[src/sp_pkg.sv]
package sp_pkg;

	// register byte offsets on the AXI4-Lite slave
	localparam logic [7:0] SP_OFS_LEVEL   = 8'h00;
	localparam logic [7:0] SP_OFS_LATCH   = 8'h04;
	localparam logic [7:0] SP_OFS_DIR     = 8'h08;
	localparam logic [7:0] SP_OFS_ANALOG  = 8'h0c;
	localparam logic [7:0] SP_OFS_CMP     = 8'h10;
	localparam logic [7:0] SP_OFS_REF     = 8'h14;
	localparam logic [7:0] SP_OFS_SEG     = 8'h18;

	// implemented bit positions: pins 7..1, bit 0 absent
	localparam logic [7:0] SP_IMPL_MASK   = 8'hfe;

	// reset values
	localparam logic [7:0] SP_RST_LATCH   = 8'h00;
	localparam logic [7:0] SP_RST_DIR     = 8'hfe;
	localparam logic [7:0] SP_RST_ANALOG  = 8'hfe;
	localparam logic [7:0] SP_RST_CMP     = 8'h01;
	localparam logic [7:0] SP_RST_REF     = 8'h00;
	localparam logic [7:0] SP_RST_SEG     = 8'h00;

	// field positions of the comparator and reference controls
	localparam int SP_CMP_INPUTS_BIT = 0;
	localparam int SP_CMP_ROUTE2_BIT = 1;
	localparam int SP_CMP_ROUTE1_BIT = 2;
	localparam int SP_REF_OE_BIT     = 0;

	// pins with special functions
	localparam int SP_PIN_SECOND_RESULT = 1;
	localparam int SP_PIN_FIRST_RESULT  = 2;
	localparam int SP_PIN_REF   = 5;
	localparam int SP_PIN_SS    = 7;
	localparam logic [7:0] SP_CMP_IN_MASK = 8'h78;

	// axi responses
	localparam logic [1:0] SP_RESP_OKAY   = 2'h0;
	localparam logic [1:0] SP_RESP_SLVERR = 2'h2;

	typedef enum logic [0:0] {
		SP_CH_IDLE = 1'b0,
		SP_CH_BUSY = 1'b1
	} sp_chan_e;

endpackage

[src/sp_port.sv]
`timescale 1ns/1ps
// Contract
// seven bidirectional pins on bit positions 7..1, no bit 0
// unimplemented bits read zero, writes to them ignored
// direction bit clear drives latch, set makes pin a sampled input
// direction 0xce gives inputs 3..1 and 7..6, outputs 5..4
// after reset pins 6..1 are analog and their inputs read zero; code resets pins 7..1 to analog
// analog input selected disables digital input, reads zero
// output driver keeps driving latch even with analog selected
// pin7 is channel 5, pins 1..2 channels 6..7, pins 3..6 channels 8..11
// pins 3,4 second comparator inputs, pins 5,6 first comparator inputs
// routed comparator result drives pin 1 or pin 2 instead of latch
// software turns comparators off before digital input on pins 6..3
// software writes comparator off and all-digital config for full digital use
// reference output on pin 5 disables its digital driver and input
// enabled lcd segment on a pin disables every other function there
// pin 7 as input also feeds the serial slave select
// data write loads latch; latch reads latch; data reads pin levels
// peripheral overrides never change the stored direction register
module sp_port #(
	parameter int PINS = 7
) (
	// clock and reset
	input  wire logic           clk_sys_in,
	input  wire logic           sys_rst_in,
	// axi4-lite write address and data
	input  wire logic           s_awvalid_in,
	output logic                s_awready_out,
	input  wire logic [7:0]     s_awaddr_in,
	input  wire logic           s_wvalid_in,
	output logic                s_wready_out,
	input  wire logic [31:0]    s_wdata_in,
	input  wire logic [3:0]     s_wstrb_in,
	// axi4-lite write response
	output logic                s_bvalid_out,
	input  wire logic           s_bready_in,
	output logic [1:0]          s_bresp_out,
	// axi4-lite read
	input  wire logic           s_arvalid_in,
	output logic                s_arready_out,
	input  wire logic [7:0]     s_araddr_in,
	output logic                s_rvalid_out,
	input  wire logic           s_rready_in,
	output logic [31:0]         s_rdata_out,
	output logic [1:0]          s_rresp_out,
	// port pins, index = pin number
	input  wire logic [PINS:1]  pin_in,
	output logic      [PINS:1]  pin_out,
	output logic      [PINS:1]  pin_oe_out,
	// comparator results from the analog block
	input  wire logic           first_comparator_result_in,
	input  wire logic           second_comparator_result_in,
	// analog side connections
	output logic      [11:5]    converter_channel_enable_out,
	output logic      [3:0]     comparator_input_enable_out,
	output logic                comparator_reference_out_enable_out,
	output logic      [PINS:1]  lcd_segment_enable_out,
	// serial slave select, idle high
	output logic                slave_select_out
);
	import sp_pkg::*;

	// stored registers, bit 0 always zero except in the comparator and reference controls
	logic [7:0] output_latch_reg;
	logic [7:0] direction_reg;
	logic [7:0] analog_select_reg;
	logic [7:0] comparator_control;
	logic [7:0] reference_voltage_control;
	logic [7:0] segment_enable_reg;

	// bus side wires
	logic       wr_en;
	logic [7:0] wr_addr;
	logic [7:0] wr_data;
	logic       wr_lane0;
	logic       wr_hit;
	logic [7:0] rd_addr;
	logic [7:0] rd_data;
	logic       rd_hit;
	logic       wr_go;
	logic [7:0] wr_val;

	// pin side wires
	logic [PINS:1] pin_stable;
	logic [7:0]    pin_sample;
	logic [7:0]    seg_on;
	logic [7:0]    ref_on;
	logic [7:0]    cmp_in_block;
	logic [7:0]    input_enable;
	logic [7:0]    drive_enable;
	logic [7:0]    drive_value;
	logic [7:0]    pin_level_reg;
	logic          cmp_inputs_on;
	logic          route_second;
	logic          route_first;

	// keeps only the implemented bit positions
	function automatic logic [7:0] sp_impl(input logic [7:0] v);
		return v & SP_IMPL_MASK;
	endfunction

	// true when an address hits a mapped register
	function automatic logic sp_mapped(input logic [7:0] a);
		return (a == SP_OFS_LEVEL) || (a == SP_OFS_LATCH) || (a == SP_OFS_DIR) ||
			(a == SP_OFS_ANALOG) || (a == SP_OFS_CMP) || (a == SP_OFS_REF) ||
			(a == SP_OFS_SEG);
	endfunction

	sp_axil u_axil (
		.clk_sys_in   (clk_sys_in),
		.sys_rst_in   (sys_rst_in),
		.s_awvalid_in (s_awvalid_in),
		.s_awready_out(s_awready_out),
		.s_awaddr_in  (s_awaddr_in),
		.s_wvalid_in  (s_wvalid_in),
		.s_wready_out (s_wready_out),
		.s_wdata_in   (s_wdata_in),
		.s_wstrb_in   (s_wstrb_in),
		.s_bvalid_out (s_bvalid_out),
		.s_bready_in  (s_bready_in),
		.s_bresp_out  (s_bresp_out),
		.s_arvalid_in (s_arvalid_in),
		.s_arready_out(s_arready_out),
		.s_araddr_in  (s_araddr_in),
		.s_rvalid_out (s_rvalid_out),
		.s_rready_in  (s_rready_in),
		.s_rdata_out  (s_rdata_out),
		.s_rresp_out  (s_rresp_out),
		.wr_en_out    (wr_en),
		.wr_addr_out  (wr_addr),
		.wr_data_out  (wr_data),
		.wr_lane0_out (wr_lane0),
		.wr_hit_in    (wr_hit),
		.rd_addr_out  (rd_addr),
		.rd_data_in   (rd_data),
		.rd_hit_in    (rd_hit)
	);

	// pins come from the board, so they pass the three-stage filter
	sp_sync #(
		.WIDTH(PINS)
	) u_sync (
		.clk_sys_in(clk_sys_in),
		.sys_rst_in(sys_rst_in),
		.async_in  (pin_in),
		.stable_out(pin_stable)
	);

	// write decode; byte lane 0 carries every register
	assign wr_hit = sp_mapped(wr_addr);
	assign wr_go  = wr_en && wr_lane0;
	// drop bit 0
	assign wr_val = sp_impl(wr_data);

	// control fields
	assign cmp_inputs_on = comparator_control[SP_CMP_INPUTS_BIT];
	assign route_second  = comparator_control[SP_CMP_ROUTE2_BIT];
	assign route_first   = comparator_control[SP_CMP_ROUTE1_BIT];

	// segment overrides everything on its pin
	assign seg_on = sp_impl(segment_enable_reg);

	// reference output claims pin 5
	assign ref_on = {2'h0, reference_voltage_control[SP_REF_OE_BIT], 5'h00};

	// comparator inputs on pins 6..3 block digital reads there
	assign cmp_in_block = cmp_inputs_on ? SP_CMP_IN_MASK : 8'h00;

	// digital input path: analog, comparator, reference and segment all block it
	// analog select masks the input
	// reset value of analog select makes inputs read zero
	assign input_enable = sp_impl(~analog_select_reg & ~cmp_in_block & ~ref_on & ~seg_on);

	// output driver: direction clear, no segment, no reference
	// direction zero means drive
	// analog select is deliberately absent here
	assign drive_enable = sp_impl(~direction_reg & ~seg_on & ~ref_on);

	// comparator results take priority over latch data on pins 1 and 2
	// comparator output routing
	always_comb begin
		drive_value = output_latch_reg;
		if (route_second) begin
			drive_value[SP_PIN_SECOND_RESULT] = second_comparator_result_in;
		end
		if (route_first) begin
			drive_value[SP_PIN_FIRST_RESULT] = first_comparator_result_in;
		end
	end

	// pin levels as software sees them
	assign pin_sample    = {pin_stable, 1'b0};
	// data reads sample pin levels
	assign pin_level_reg = pin_sample & input_enable;

	// read mux; unmapped addresses read zero with an error response
	assign rd_hit  = sp_mapped(rd_addr);
	assign rd_data = (rd_addr == SP_OFS_LEVEL)  ? pin_level_reg :
		(rd_addr == SP_OFS_LATCH)  ? output_latch_reg :
		(rd_addr == SP_OFS_DIR)    ? direction_reg :
		(rd_addr == SP_OFS_ANALOG) ? analog_select_reg :
		(rd_addr == SP_OFS_CMP)    ? comparator_control :
		(rd_addr == SP_OFS_REF)    ? reference_voltage_control :
		(rd_addr == SP_OFS_SEG)    ? segment_enable_reg : 8'h00;

	// data and latch offsets both load the latch
	always_ff @(posedge clk_sys_in) begin
		if (sys_rst_in) begin
			output_latch_reg <= SP_RST_LATCH;
		end else if (wr_go && (wr_addr == SP_OFS_LATCH || wr_addr == SP_OFS_LEVEL)) begin
			output_latch_reg <= wr_val;
		end
	end

	// direction holds only what software wrote; overrides act downstream
	// no override feedback
	// set bit means input
	always_ff @(posedge clk_sys_in) begin
		if (sys_rst_in) begin
			direction_reg <= SP_RST_DIR;
		end else if (wr_go && wr_addr == SP_OFS_DIR) begin
			direction_reg <= wr_val;
		end
	end

	// analog select leaves reset on, so the port starts analog
	// analog default at reset
	always_ff @(posedge clk_sys_in) begin
		if (sys_rst_in) begin
			analog_select_reg <= SP_RST_ANALOG;
		end else if (wr_go && wr_addr == SP_OFS_ANALOG) begin
			analog_select_reg <= wr_val;
		end
	end

	// comparator, reference and segment controls keep only their used bits
	always_ff @(posedge clk_sys_in) begin
		if (sys_rst_in) begin
			comparator_control        <= SP_RST_CMP;
			reference_voltage_control <= SP_RST_REF;
			segment_enable_reg        <= SP_RST_SEG;
		end else if (wr_go) begin
			if (wr_addr == SP_OFS_CMP) begin
				comparator_control <= {5'h00, wr_data[2:0]};
			end
			if (wr_addr == SP_OFS_REF) begin
				reference_voltage_control <= {7'h00, wr_data[0]};
			end
			if (wr_addr == SP_OFS_SEG) begin
				segment_enable_reg <= wr_val;
			end
		end
	end

	// pin drivers registered; one cycle behind the controls
	// pins 7..1 only
	always_ff @(posedge clk_sys_in) begin
		if (sys_rst_in) begin
			pin_out    <= '0;
			pin_oe_out <= '0;
		end else begin
			pin_out    <= drive_value[PINS:1];
			pin_oe_out <= drive_enable[PINS:1];
		end
	end

	// pin to converter channel map, gated by segments
	always_ff @(posedge clk_sys_in) begin
		if (sys_rst_in) begin
			converter_channel_enable_out <= '0;
		end else begin
			converter_channel_enable_out <= {
				analog_select_reg[6:3] & ~seg_on[6:3],
				analog_select_reg[2:1] & ~seg_on[2:1],
				analog_select_reg[7] & ~seg_on[7]};
		end
	end

	// bit0 c2+ pin3, bit1 c2- pin4, bit2 c1+ pin5, bit3 c1- pin6
	always_ff @(posedge clk_sys_in) begin
		if (sys_rst_in) begin
			comparator_input_enable_out <= '0;
		end else begin
			comparator_input_enable_out <= cmp_inputs_on ? ~seg_on[6:3] : 4'h0;
		end
	end

	// reference output and segment enables toward the analog blocks
	always_ff @(posedge clk_sys_in) begin
		if (sys_rst_in) begin
			comparator_reference_out_enable_out <= 1'b0;
			lcd_segment_enable_out              <= '0;
		end else begin
			comparator_reference_out_enable_out <= ref_on[SP_PIN_REF] & ~seg_on[SP_PIN_REF];
			lcd_segment_enable_out              <= seg_on[PINS:1];
		end
	end

	// slave select follows pin 7 as an input; analog select does not
	// block it since it has its own buffer
	// slave select feed
	always_ff @(posedge clk_sys_in) begin
		if (sys_rst_in) begin
			slave_select_out <= 1'b1;
		end else if (direction_reg[SP_PIN_SS] && !seg_on[SP_PIN_SS]) begin
			slave_select_out <= pin_sample[SP_PIN_SS];
		end else begin
			slave_select_out <= 1'b1;
		end
	end
endmodule

[src/sp_sync.sv]
`timescale 1ns/1ps
module sp_sync #(
	parameter int WIDTH = 7
) (
	// clock and reset
	input  wire logic             clk_sys_in,
	input  wire logic             sys_rst_in,
	// asynchronous levels in, filtered levels out
	input  wire logic [WIDTH-1:0] async_in,
	output logic      [WIDTH-1:0] stable_out
);
	logic [WIDTH-1:0] ff1;
	logic [WIDTH-1:0] ff2;
	logic [WIDTH-1:0] ff3;
	logic [WIDTH-1:0] next_stable;

	// a bit changes only once stages two and three agree
	assign next_stable = (ff2 & ff3) | (stable_out & (ff2 | ff3));

	// three-stage chain; ff1 feeds ff2 only
	always_ff @(posedge clk_sys_in) begin
		if (sys_rst_in) begin
			ff1        <= '0;
			ff2        <= '0;
			ff3        <= '0;
			stable_out <= '0;
		end else begin
			ff1        <= async_in;
			ff2        <= ff1;
			ff3        <= ff2;
			stable_out <= next_stable;
		end
	end
endmodule

[src/sp_axil.sv]
`timescale 1ns/1ps
module sp_axil (
	// clock and reset
	input  wire logic        clk_sys_in,
	input  wire logic        sys_rst_in,
	// write address and data
	input  wire logic        s_awvalid_in,
	output logic             s_awready_out,
	input  wire logic [7:0]  s_awaddr_in,
	input  wire logic        s_wvalid_in,
	output logic             s_wready_out,
	input  wire logic [31:0] s_wdata_in,
	input  wire logic [3:0]  s_wstrb_in,
	// write response
	output logic             s_bvalid_out,
	input  wire logic        s_bready_in,
	output logic [1:0]       s_bresp_out,
	// read address and data
	input  wire logic        s_arvalid_in,
	output logic             s_arready_out,
	input  wire logic [7:0]  s_araddr_in,
	output logic             s_rvalid_out,
	input  wire logic        s_rready_in,
	output logic [31:0]      s_rdata_out,
	output logic [1:0]       s_rresp_out,
	// register side
	output logic             wr_en_out,
	output logic [7:0]       wr_addr_out,
	output logic [7:0]       wr_data_out,
	output logic             wr_lane0_out,
	input  wire logic        wr_hit_in,
	output logic [7:0]       rd_addr_out,
	input  wire logic [7:0]  rd_data_in,
	input  wire logic        rd_hit_in
);
	import sp_pkg::*;

	sp_chan_e aw_state;
	sp_chan_e w_state;
	logic     aw_take;
	logic     w_take;
	logic     ar_take;
	logic     wr_fire;

	// write channels are taken while their holding slot is free and no response waits; read while no read data waits
	assign s_awready_out = (aw_state == SP_CH_IDLE) && !s_bvalid_out;
	assign s_wready_out  = (w_state == SP_CH_IDLE) && !s_bvalid_out;
	assign s_arready_out = !s_rvalid_out;
	assign aw_take       = s_awvalid_in && s_awready_out;
	assign w_take        = s_wvalid_in && s_wready_out;
	assign ar_take       = s_arvalid_in && s_arready_out;
	assign wr_fire       = (aw_state == SP_CH_BUSY) && (w_state == SP_CH_BUSY) && !s_bvalid_out;
	assign wr_en_out     = wr_fire;
	assign rd_addr_out   = s_araddr_in;

	// address and data are held until both have arrived, in either order
	always_ff @(posedge clk_sys_in) begin
		if (sys_rst_in) begin
			aw_state     <= SP_CH_IDLE;
			w_state      <= SP_CH_IDLE;
			wr_addr_out  <= '0;
			wr_data_out  <= '0;
			wr_lane0_out <= 1'b0;
		end else begin
			if (aw_take) begin
				aw_state    <= SP_CH_BUSY;
				wr_addr_out <= s_awaddr_in;
			end else if (wr_fire) begin
				aw_state <= SP_CH_IDLE;
			end
			if (w_take) begin
				w_state      <= SP_CH_BUSY;
				wr_data_out  <= s_wdata_in[7:0];
				wr_lane0_out <= s_wstrb_in[0];
			end else if (wr_fire) begin
				w_state <= SP_CH_IDLE;
			end
		end
	end

	// write response raised on the same edge that the write lands
	always_ff @(posedge clk_sys_in) begin
		if (sys_rst_in) begin
			s_bvalid_out <= 1'b0;
			s_bresp_out  <= SP_RESP_OKAY;
		end else if (wr_fire) begin
			s_bvalid_out <= 1'b1;
			s_bresp_out  <= wr_hit_in ? SP_RESP_OKAY : SP_RESP_SLVERR;
		end else if (s_bready_in) begin
			s_bvalid_out <= 1'b0;
		end
	end

	// read data captured at the address handshake, upper bits zero
	always_ff @(posedge clk_sys_in) begin
		if (sys_rst_in) begin
			s_rvalid_out <= 1'b0;
			s_rdata_out  <= '0;
			s_rresp_out  <= SP_RESP_OKAY;
		end else if (ar_take) begin
			s_rvalid_out <= 1'b1;
			s_rdata_out  <= {24'h000000, rd_data_in};
			s_rresp_out  <= rd_hit_in ? SP_RESP_OKAY : SP_RESP_SLVERR;
		end else if (s_rready_in) begin
			s_rvalid_out <= 1'b0;
		end
	end
endmodule

[config.mk]
export PLATFORM = sky130hd
export DESIGN_NAME = sp_port
export DESIGN_NICKNAME = d
export VERILOG_FILES = /design/src/sp_pkg.sv /design/src/sp_port.sv /design/src/sp_sync.sv /design/src/sp_axil.sv
export SDC_FILE = /design/constraint.sdc
export NUM_CORES = 1
export LEC_CHECK = 0
export BUFFER_PORTS_ARGS = -buffer_cell sky130_fd_sc_hd__buf_2
export CELL_PAD_IN_SITES_DETAIL_PLACEMENT = 0
export CELL_PAD_IN_SITES_GLOBAL_PLACEMENT = 1
export CORE_MARGIN = 2
export CORE_UTILIZATION = 30
export CTS_CLUSTER_DIAMETER = 60
export CTS_CLUSTER_SIZE = 14
export DETAILED_ROUTE_END_ITERATION = 10
export GPL_ROUTABILITY_DRIVEN = 0
export PLACE_DENSITY = 0.64
export SKIP_LAST_GASP = 1
export SLEW_MARGIN = 5
export SYNTH_ARGS = -nofsm -noshare
export SYNTH_HDL_FRONTEND = slang
export SYNTH_SLANG_ARGS = --single-unit
[constraint.sdc]
create_clock -name clk_sys_in -period 2.1 [get_ports clk_sys_in]
set_input_delay 0.42 -clock clk_sys_in [delete_from_list [all_inputs] [get_ports clk_sys_in]]
set_output_delay 0.42 -clock clk_sys_in [all_outputs]
set_load 0.005 [all_outputs]
Word-level counts from Yosys, hierarchy flattened --
Index checks and enable logic that the tools add are counted.
Cells by class: multiplexer cells 19, bitwise logic cells 27, reduce and logical (&&, ||, !) cells 38, eq/ne operators 12
Operators with widths (count):
- $mux 8 | 7
- $and 8x8->8 | 6
- $eq 8x5->1 const B | 6
- $eq 8x4->1 const B | 4
- $not 8->8 | 3
- $eq 8x3->1 const B | 2
- $logic_not 8->1 | 2
- $and 7x7->7 | 2
- $or 7x7->7 | 2
- $logic_and 1x1->1 | 12
- $logic_or 1x1->1 | 12
- $mux 1 | 9
- $not 6->8 | 1
- $not 7->8 | 1
- $reduce_bool 2->1 | 4
- $mux 7 | 1
- $not 1->1 | 6
- $reduce_and 2->1 | 3
- $and 4x4->4 | 1
- $mux 2 | 2
- $not 4->4 | 1
- $reduce_or 2->1 | 2
- $logic_not 1->1 | 3
- $and 1x1->1 | 2
- 2 further kinds | 2
Storage, ports and cells: logic and storage cells 123, input port bits 68, bits in registers 127, output and inout bits 75

Logic depth before layout (Yosys ltp) --
Gate-level depths: netlist of the first run.
word-level depth 8, depth in mapped cells 6, depth with buffers taken out 4

Cells and area by module --
Synthesis of the first run repeated with hierarchy kept, for this count alone.
Second synthesis, totals: cells, all modules 518, area, all modules 5029.8 sq um
Modules (own cells, without submodules):
- sp_port | times used 1, cells an instance 271, area an instance 2711.4 sq um, sequential area each 1321.3 sq um
- sp_axil | times used 1, cells an instance 174, area an instance 1405.1 sq um, sequential area each 620.6 sq um
- sp_sync | times used 1, cells an instance 73, area an instance 913.4 sq um, sequential area each 560.5 sq um

Least setup slack after synthesis of the first run --
Ideal clock, no wire load.
path type reg2reg, start reg u_axil.wr_addr_out[0], end reg segment_enable_reg[1], clock period less this slack 1767 ps, buffers on the path 0, setup time 128 ps, arrival time 1640 ps, cell stages (with the launch flop) 5, data required time 1972 ps, setup slack 333 ps, cell sequence dfxtp_1 -> or4_4 -> nor4_4 -> mux2i_1 -> nor2_1
Between the ends: longest elaborated chain between the ends 2
RTL lines:
- start, declared | RTL line sp_axil.sv:28 | output logic [7:0] wr_addr_out,
- start signal, assigned | RTL line sp_axil.sv:67 | wr_addr_out <= s_awaddr_in;
- $eq 8x5->1 | RTL line sp_port.sv:249 | if (wr_addr == SP_OFS_SEG) begin
- $reduce_and 2->1 (no line)
- end signal, assigned | RTL line sp_port.sv:250 | segment_enable_reg <= wr_val;
- end, declared | RTL line sp_port.sv:69 | logic [7:0] segment_enable_reg;
No other way between the ends. A chain may end at the register's enable or synchronous reset.

Worst setup path in the final report of the first run --
start reg u_axil.wr_addr_out[0], end reg analog_select_reg[1]
Between the ends: longest elaborated chain between the ends 2
RTL lines:
- $eq 8x4->1 | RTL line sp_port.sv:231 | end else if (wr_go && wr_addr == SP_OFS_ANALOG) begin
- $logic_and 1x1->1 | RTL line sp_port.sv:231
- end signal, assigned | RTL line sp_port.sv:232 | analog_select_reg <= wr_val;
- end, declared | RTL line sp_port.sv:66 | logic [7:0] analog_select_reg;
No other way between the ends.

==> reports/qor.csv, run 1 <==
metric,value,unit
status,"finished, final reports clean",
num_vias,3671,
drt_iter0_markers,241,
yosysMostFrequentCell,dfxtp_1,
syn_area,4840,µm²
grt_pass1_vias,3392,
timing.final.crit_share,87.7,%
final.setup.tns,0,ns
drcViolationCount,0,
whs,0.213,ns
slew_headroom,59.4,%
maxSlewViolCount,0,
setup_violations,0,
clkTransAtPathRegs,0.06,ns
clk_latency,0.41,ns
fin_nets,664,
async_reset_ff_share,0,%
finalHoldViolCount,0,
port-buffer-count,89,
reg_top3,"u_axil.s_rdata_out: 8 flops, u_axil.wr_addr_out: 8 flops, u_axil.wr_data_out: 8 flops",
grt_start_max_net_pins,90,
ir_drop,530,µV
seqCellArea,2500,µm²
n_antenna_cell,0,
arrival,2.12,ns
die_y,131,µm
cts_setup_buffers,0,
yosysTopAreaCell,dfxtp_1,
yosys-top-cells-area,"dfxtp_1, mux2i_1, nor2_1",
synthFlopType,dfxtp_1,
dp_hpwl,8230,µm
end_kind,flop,
max_freq,0.543,GHz
clock_path_buffers,2,
worst_clock_skew,0.00590,ns
wl,11700,µm
grt_use_met1,19.1,%
crit_fanout,7,
antenna_found_initial,0,
post-route-util,38.7,%
yosysUniqueCellTypes,52,
start_util,30.6,%
grt_pass1_wl,18400,µm
synth_common_cells,"dfxtp_1, nor2_1, mux2i_1, nor2b_1, buf_4",
core,15800,µm²
synth-edff-count,0,
p_leak,2.64,nW
rsz0062_at_grt,no,
worst_slack,0.258,ns
cts_root_buf,clkbuf_16,
cts_max_level,4,
worstPathRequired,2.37,ns
dieArea,17200,µm²
grt.met3_usage,5.52,%
fill_cells,1598,
drv_cap,0,
cts_tree,done,
multi_input_area,2100,µm²
syn_avg_cell_area,9.59,µm²
place_ws,0.0401,ns
first_pass_iters,4,
p_per_area,999,nW/µm²
pin_count,143,
yosysWarningCount,0,
path_class,reg2reg,
grt_usage,14.2,%
overflow,0,
numCtsBuffers,17,
yosysTopAreaCellShare,51.7,%
yosysSeqAreaShare,51.7,%
rows,46,
clock_sinks,125,
postRouteAntennaNets,0,
hold_path.class,in2reg,
worst_pin_slew,0.608,ns
syn_inst,505,
use_met2,20.6,%
ys_ff_latch,125,
busiest_layer,met2,
layout_min_cycle_time,1.84,ns
fp.dieW,131,µm
syn_to_final_growth,26.5,%
cp-start-kind,flop,
wire_per_inst,14.2,µm
via_per_inst,4.45,
drive_above_1_share,23.5,%
==> critical path, cell delays in order, from the launching register on <==
cell and delay (ns):
dfxtp_1 0.32, nor4_1 0.34, buf_4 0.19, nand3_1 0.09, or3_1 0.56, mux2i_1 0.20
==> worst paths after layout <==
check / start / to / slack, ns / cells past startpoint
setup / recovery: u_axil.wr_addr_out[0] / analog_select_reg[1] / 0.26 / 5
hold reg to reg: u_sync.ff1[3] / u_sync.ff2[3] / 0.44 / 1
hold / removal: pin_in[7] / u_sync.ff1[6] / 0.21 / 2
setup reg to reg: u_axil.wr_addr_out[0] / analog_select_reg[1] / 0.26 / 5
==> cell type report <==
| class | count | share of cell area (%) |
|---|---|---|
| timing repair buffer | 102 | 9.11 |
| sequential | 125 | 40.9 |
| tap | 216 | 4.41 |
| clock inverter | 12 | 3.53 |
| clock buffer | 20 | 7.29 |
| multi-input combinational | 341 | 34.2 |
| inverter | 9 | 0.552 |
==> routing by layer <==
| layer | vias to the layer above | routed length [µm] |
|---|---|---|
| met3 | 17 | 807 |
| met5 | - | 0 |
| met1 | 1673 | 5840 |
| li1 | 1866 | - |
| met4 | 0 | 168 |
| met2 | 115 | 4860 |
==> power by group <==
| group | leakage [nW] | total (W) | switching (W) | internal [W] |
|---|---|---|---|---|
| logic | 1.29 | 0.000345 | 0.000192 | 0.000152 |
| clock network | 0.324 | 0.00328 | 0.00103 | 0.00225 |
| registers | 1.02 | 0.00250 | 0.0000537 | 0.00244 |
==> logic make-up (layout without fill, tap and decap cells) <==
kind of cell	after synthesis	in the layout	share of synthesized area, %
AOI/OAI and AO/OA	62	62	8.37
buffers and inverters	64	143	7.16
DFF	125	125	51.7
muxes	51	51	10.6
other	1	26	0.0774
and+or+nand+nor	202	202	22.1
==> layout by cell type, fill, tap and decap left out, drive strengths merged, types with 13 or more instances in the layout <==
master,count
o21ai,13
conb,26
buf,102
clkbuf,20
nor2,81
a21oi,22
dfxtp,125
nor2b,37
nand2,15
mux2i,49
nor3,14
==> per-stage QoR <==
| stage | cell area (µm²) | power [W] | instances |
|---|---|---|---|
| floorplan | 4940 | 0.00278 | 530 |
| global placement | 5460 | 0.00288 | 793 |
| detailed placement | 5460 | 0.00289 | 793 |
| CTS | 6120 | 0.00619 | 825 |
| global route | 6120 | 0.00635 | 825 |
| finish | 6120 | 0.00612 | 825 |
==> what timing repair did <==
action | 4_1_cts | 5_1_grt
hold buffers | 0 | 0
endpoints found under the setup margin | 0 | 1
gates resized for setup | 0 | 1
Note: power is estimated with default switching activity, not from simulation.
==> run 2, diff against run 1 <==
- CORE_ASPECT_RATIO: not set -> 0.6
==> reports/qor.csv, run 2 (synthesis gave the netlist of run 1 again) <==
metric,value,unit,change
clkTransAtPathRegs,0.06,ns,about the same
fin_cells,820,,-0.61%
p_leak,2.63,nW,-0.19%
reg_top3,"u_axil.s_rdata_out: 8 flops, u_axil.wr_addr_out: 8 flops, u_axil.wr_data_out: 8 flops",,
final.setup.tns,0,ns,unchanged
end_kind,flop,,
pin_count,143,,unchanged
first_pass_iters,4,,unchanged
wl_met3,867,µm,+7.4%
cp_slowest_cell,or4b_1,,
multi_input_area,2090,µm²,-0.18%
worst_clock_skew,0.00846,ns,+0.00256 ns
rows,35,,-24%
dp_hpwl,9040,µm,+9.9%
finalPower,0.00576,W,-5.9%
grt_start_max_net_pins,53,,-41%
slew_headroom,58.6,%,-0.79 points
hold_buffers,0,,unchanged
maxSlewViolCount,0,,unchanged
layout_min_cycle_time,1.81,ns,-0.0305 ns
syn_to_final_growth,25.9,%,
path_buf_inv,1,,unchanged
worst_slack,0.288,ns,+0.0305 ns
dp.cells,788,,-0.63%
grt_pass1_wl,19500,µm,+6.0%
crit_family,simple AND/OR/NAND/NOR gates,,
n_antenna_cell,0,,unchanged
place_ws,0.0994,ns,+0.0593 ns
clock_sinks,125,,unchanged
final_common_cell,dfxtp_1,,
hold_path.class,in2reg,,
wirelength_met1,6250,µm,+7.0%
cts_setup_buffers,0,,unchanged
path_class,reg2reg,,
num_vias,3769,,+2.7%
clk_latency,0.40,ns,about the same
ir_drop,454,µV,-14%
grt_pass1_vias,3632,,+7.1%
via_per_inst,4.60,,+3.3%
core,15500,µm²,-1.8%
postRouteAntennaNets,0,,unchanged
drcViolationCount,0,,unchanged
p_per_area,945,nW/µm²,-5.4%
dieArea,17200,µm²,+0.19%
crit_path_cell_trace,nor4_1 > nand3_1 > or4b_1 > buf_4 > mux2i_1,,
grt_usage,14.9,%,+0.70 points
drive_above_1_share,24.5,%,+0.99 points
top_layer,met4,,
seqCellArea,2500,µm²,unchanged
cts_tree,done,,
worstPathRequired,2.38,ns,about the same
crit_path_max_incr_delay,0.48,ns,-0.08 ns
drt_iter0_markers,256,,+6.2%
wire_per_inst,14.9,µm,+5.2%
wl,12200,µm,+4.5%
antenna_found_initial,0,,unchanged
fill_cells,1550,,-3.0%
setup_violations,0,,unchanged
worst_pin_slew,0.616,ns,+0.00741 ns
start_util,31.2,%,+0.55 points
post-route-util,39.2,%,+0.53 points
crit_fanout,7,,unchanged
drv_cap,0,,unchanged
fin_nets,672,,+1.2%
status,"finished, final reports clean",,
fp.dieW,168,µm,+28%
die_y,102,µm,-22%
arrival,2.09,ns,-0.03 ns
cp-start-kind,flop,,
overflow,0,,unchanged
port-buffer-count,89,,unchanged
cts_resized,0,,unchanged
finalHoldViolCount,0,,unchanged
route.met2.wl,5030,µm,+3.5%
rsz0062_at_grt,no,,
final_cell_mix,"dfxtp_1, buf_2, nor2_1",,
cts_root_buf,clkbuf_16,,
numCtsBuffers,17,,unchanged
clock_path_buffers,2,,unchanged
timing.final.crit_share,86.3,%,-1.5 points
max_freq,0.552,GHz,+1.7%
cts_max_level,4,,unchanged
run 2: layer usage:
layer	up-vias	global-route usage [%]
li1	1885	-
met1	1772	21.3
met4	0	4.28
met5	-	0
met3	4	4.69
met2	108	21.3
run 2: final cells by class:
class / count / share of cell area, %
Tap cell: 203 / 4.16
Clock inverter: 10 / 1.85
Sequential cell: 125 / 41.0
Multi-Input combinational cell: 341 / 34.3
Inverter: 9 / 0.554
Clock buffer: 22 / 7.94
Timing Repair Buffer: 110 / 10.1
run 2: stage by stage:
step           cell area [µm²]  hold slack [ns]
2_1_floorplan             4940            0.414
3_3_place_gp              5500            0.423
3_5_place_dp              5500            0.427
4_1_cts                   6100            0.217
5_1_grt                   6100            0.217
6_report                  6100            0.225
run 2: final timing paths:
check	from	endpoint	slack [ns]	cells after the start
worst min register to register	u_sync.ff1[2]	u_sync.ff2[2]	0.43	1
worst max register to register	u_axil.wr_addr_out[0]	direction_reg[2]	0.29	5
worst max-delay path	u_axil.wr_addr_out[0]	direction_reg[2]	0.29	5
worst min-delay path	pin_in[7]	u_sync.ff1[6]	0.22	2
run 2: power by group:
group | total [W] | internal (W) | leakage (nW) | switching, W
clock network | 0.00291 | 0.00187 | 0.280 | 0.00104
logic | 0.000363 | 0.000161 | 1.33 | 0.000202
registers | 0.00249 | 0.00244 | 1.02 | 0.0000498
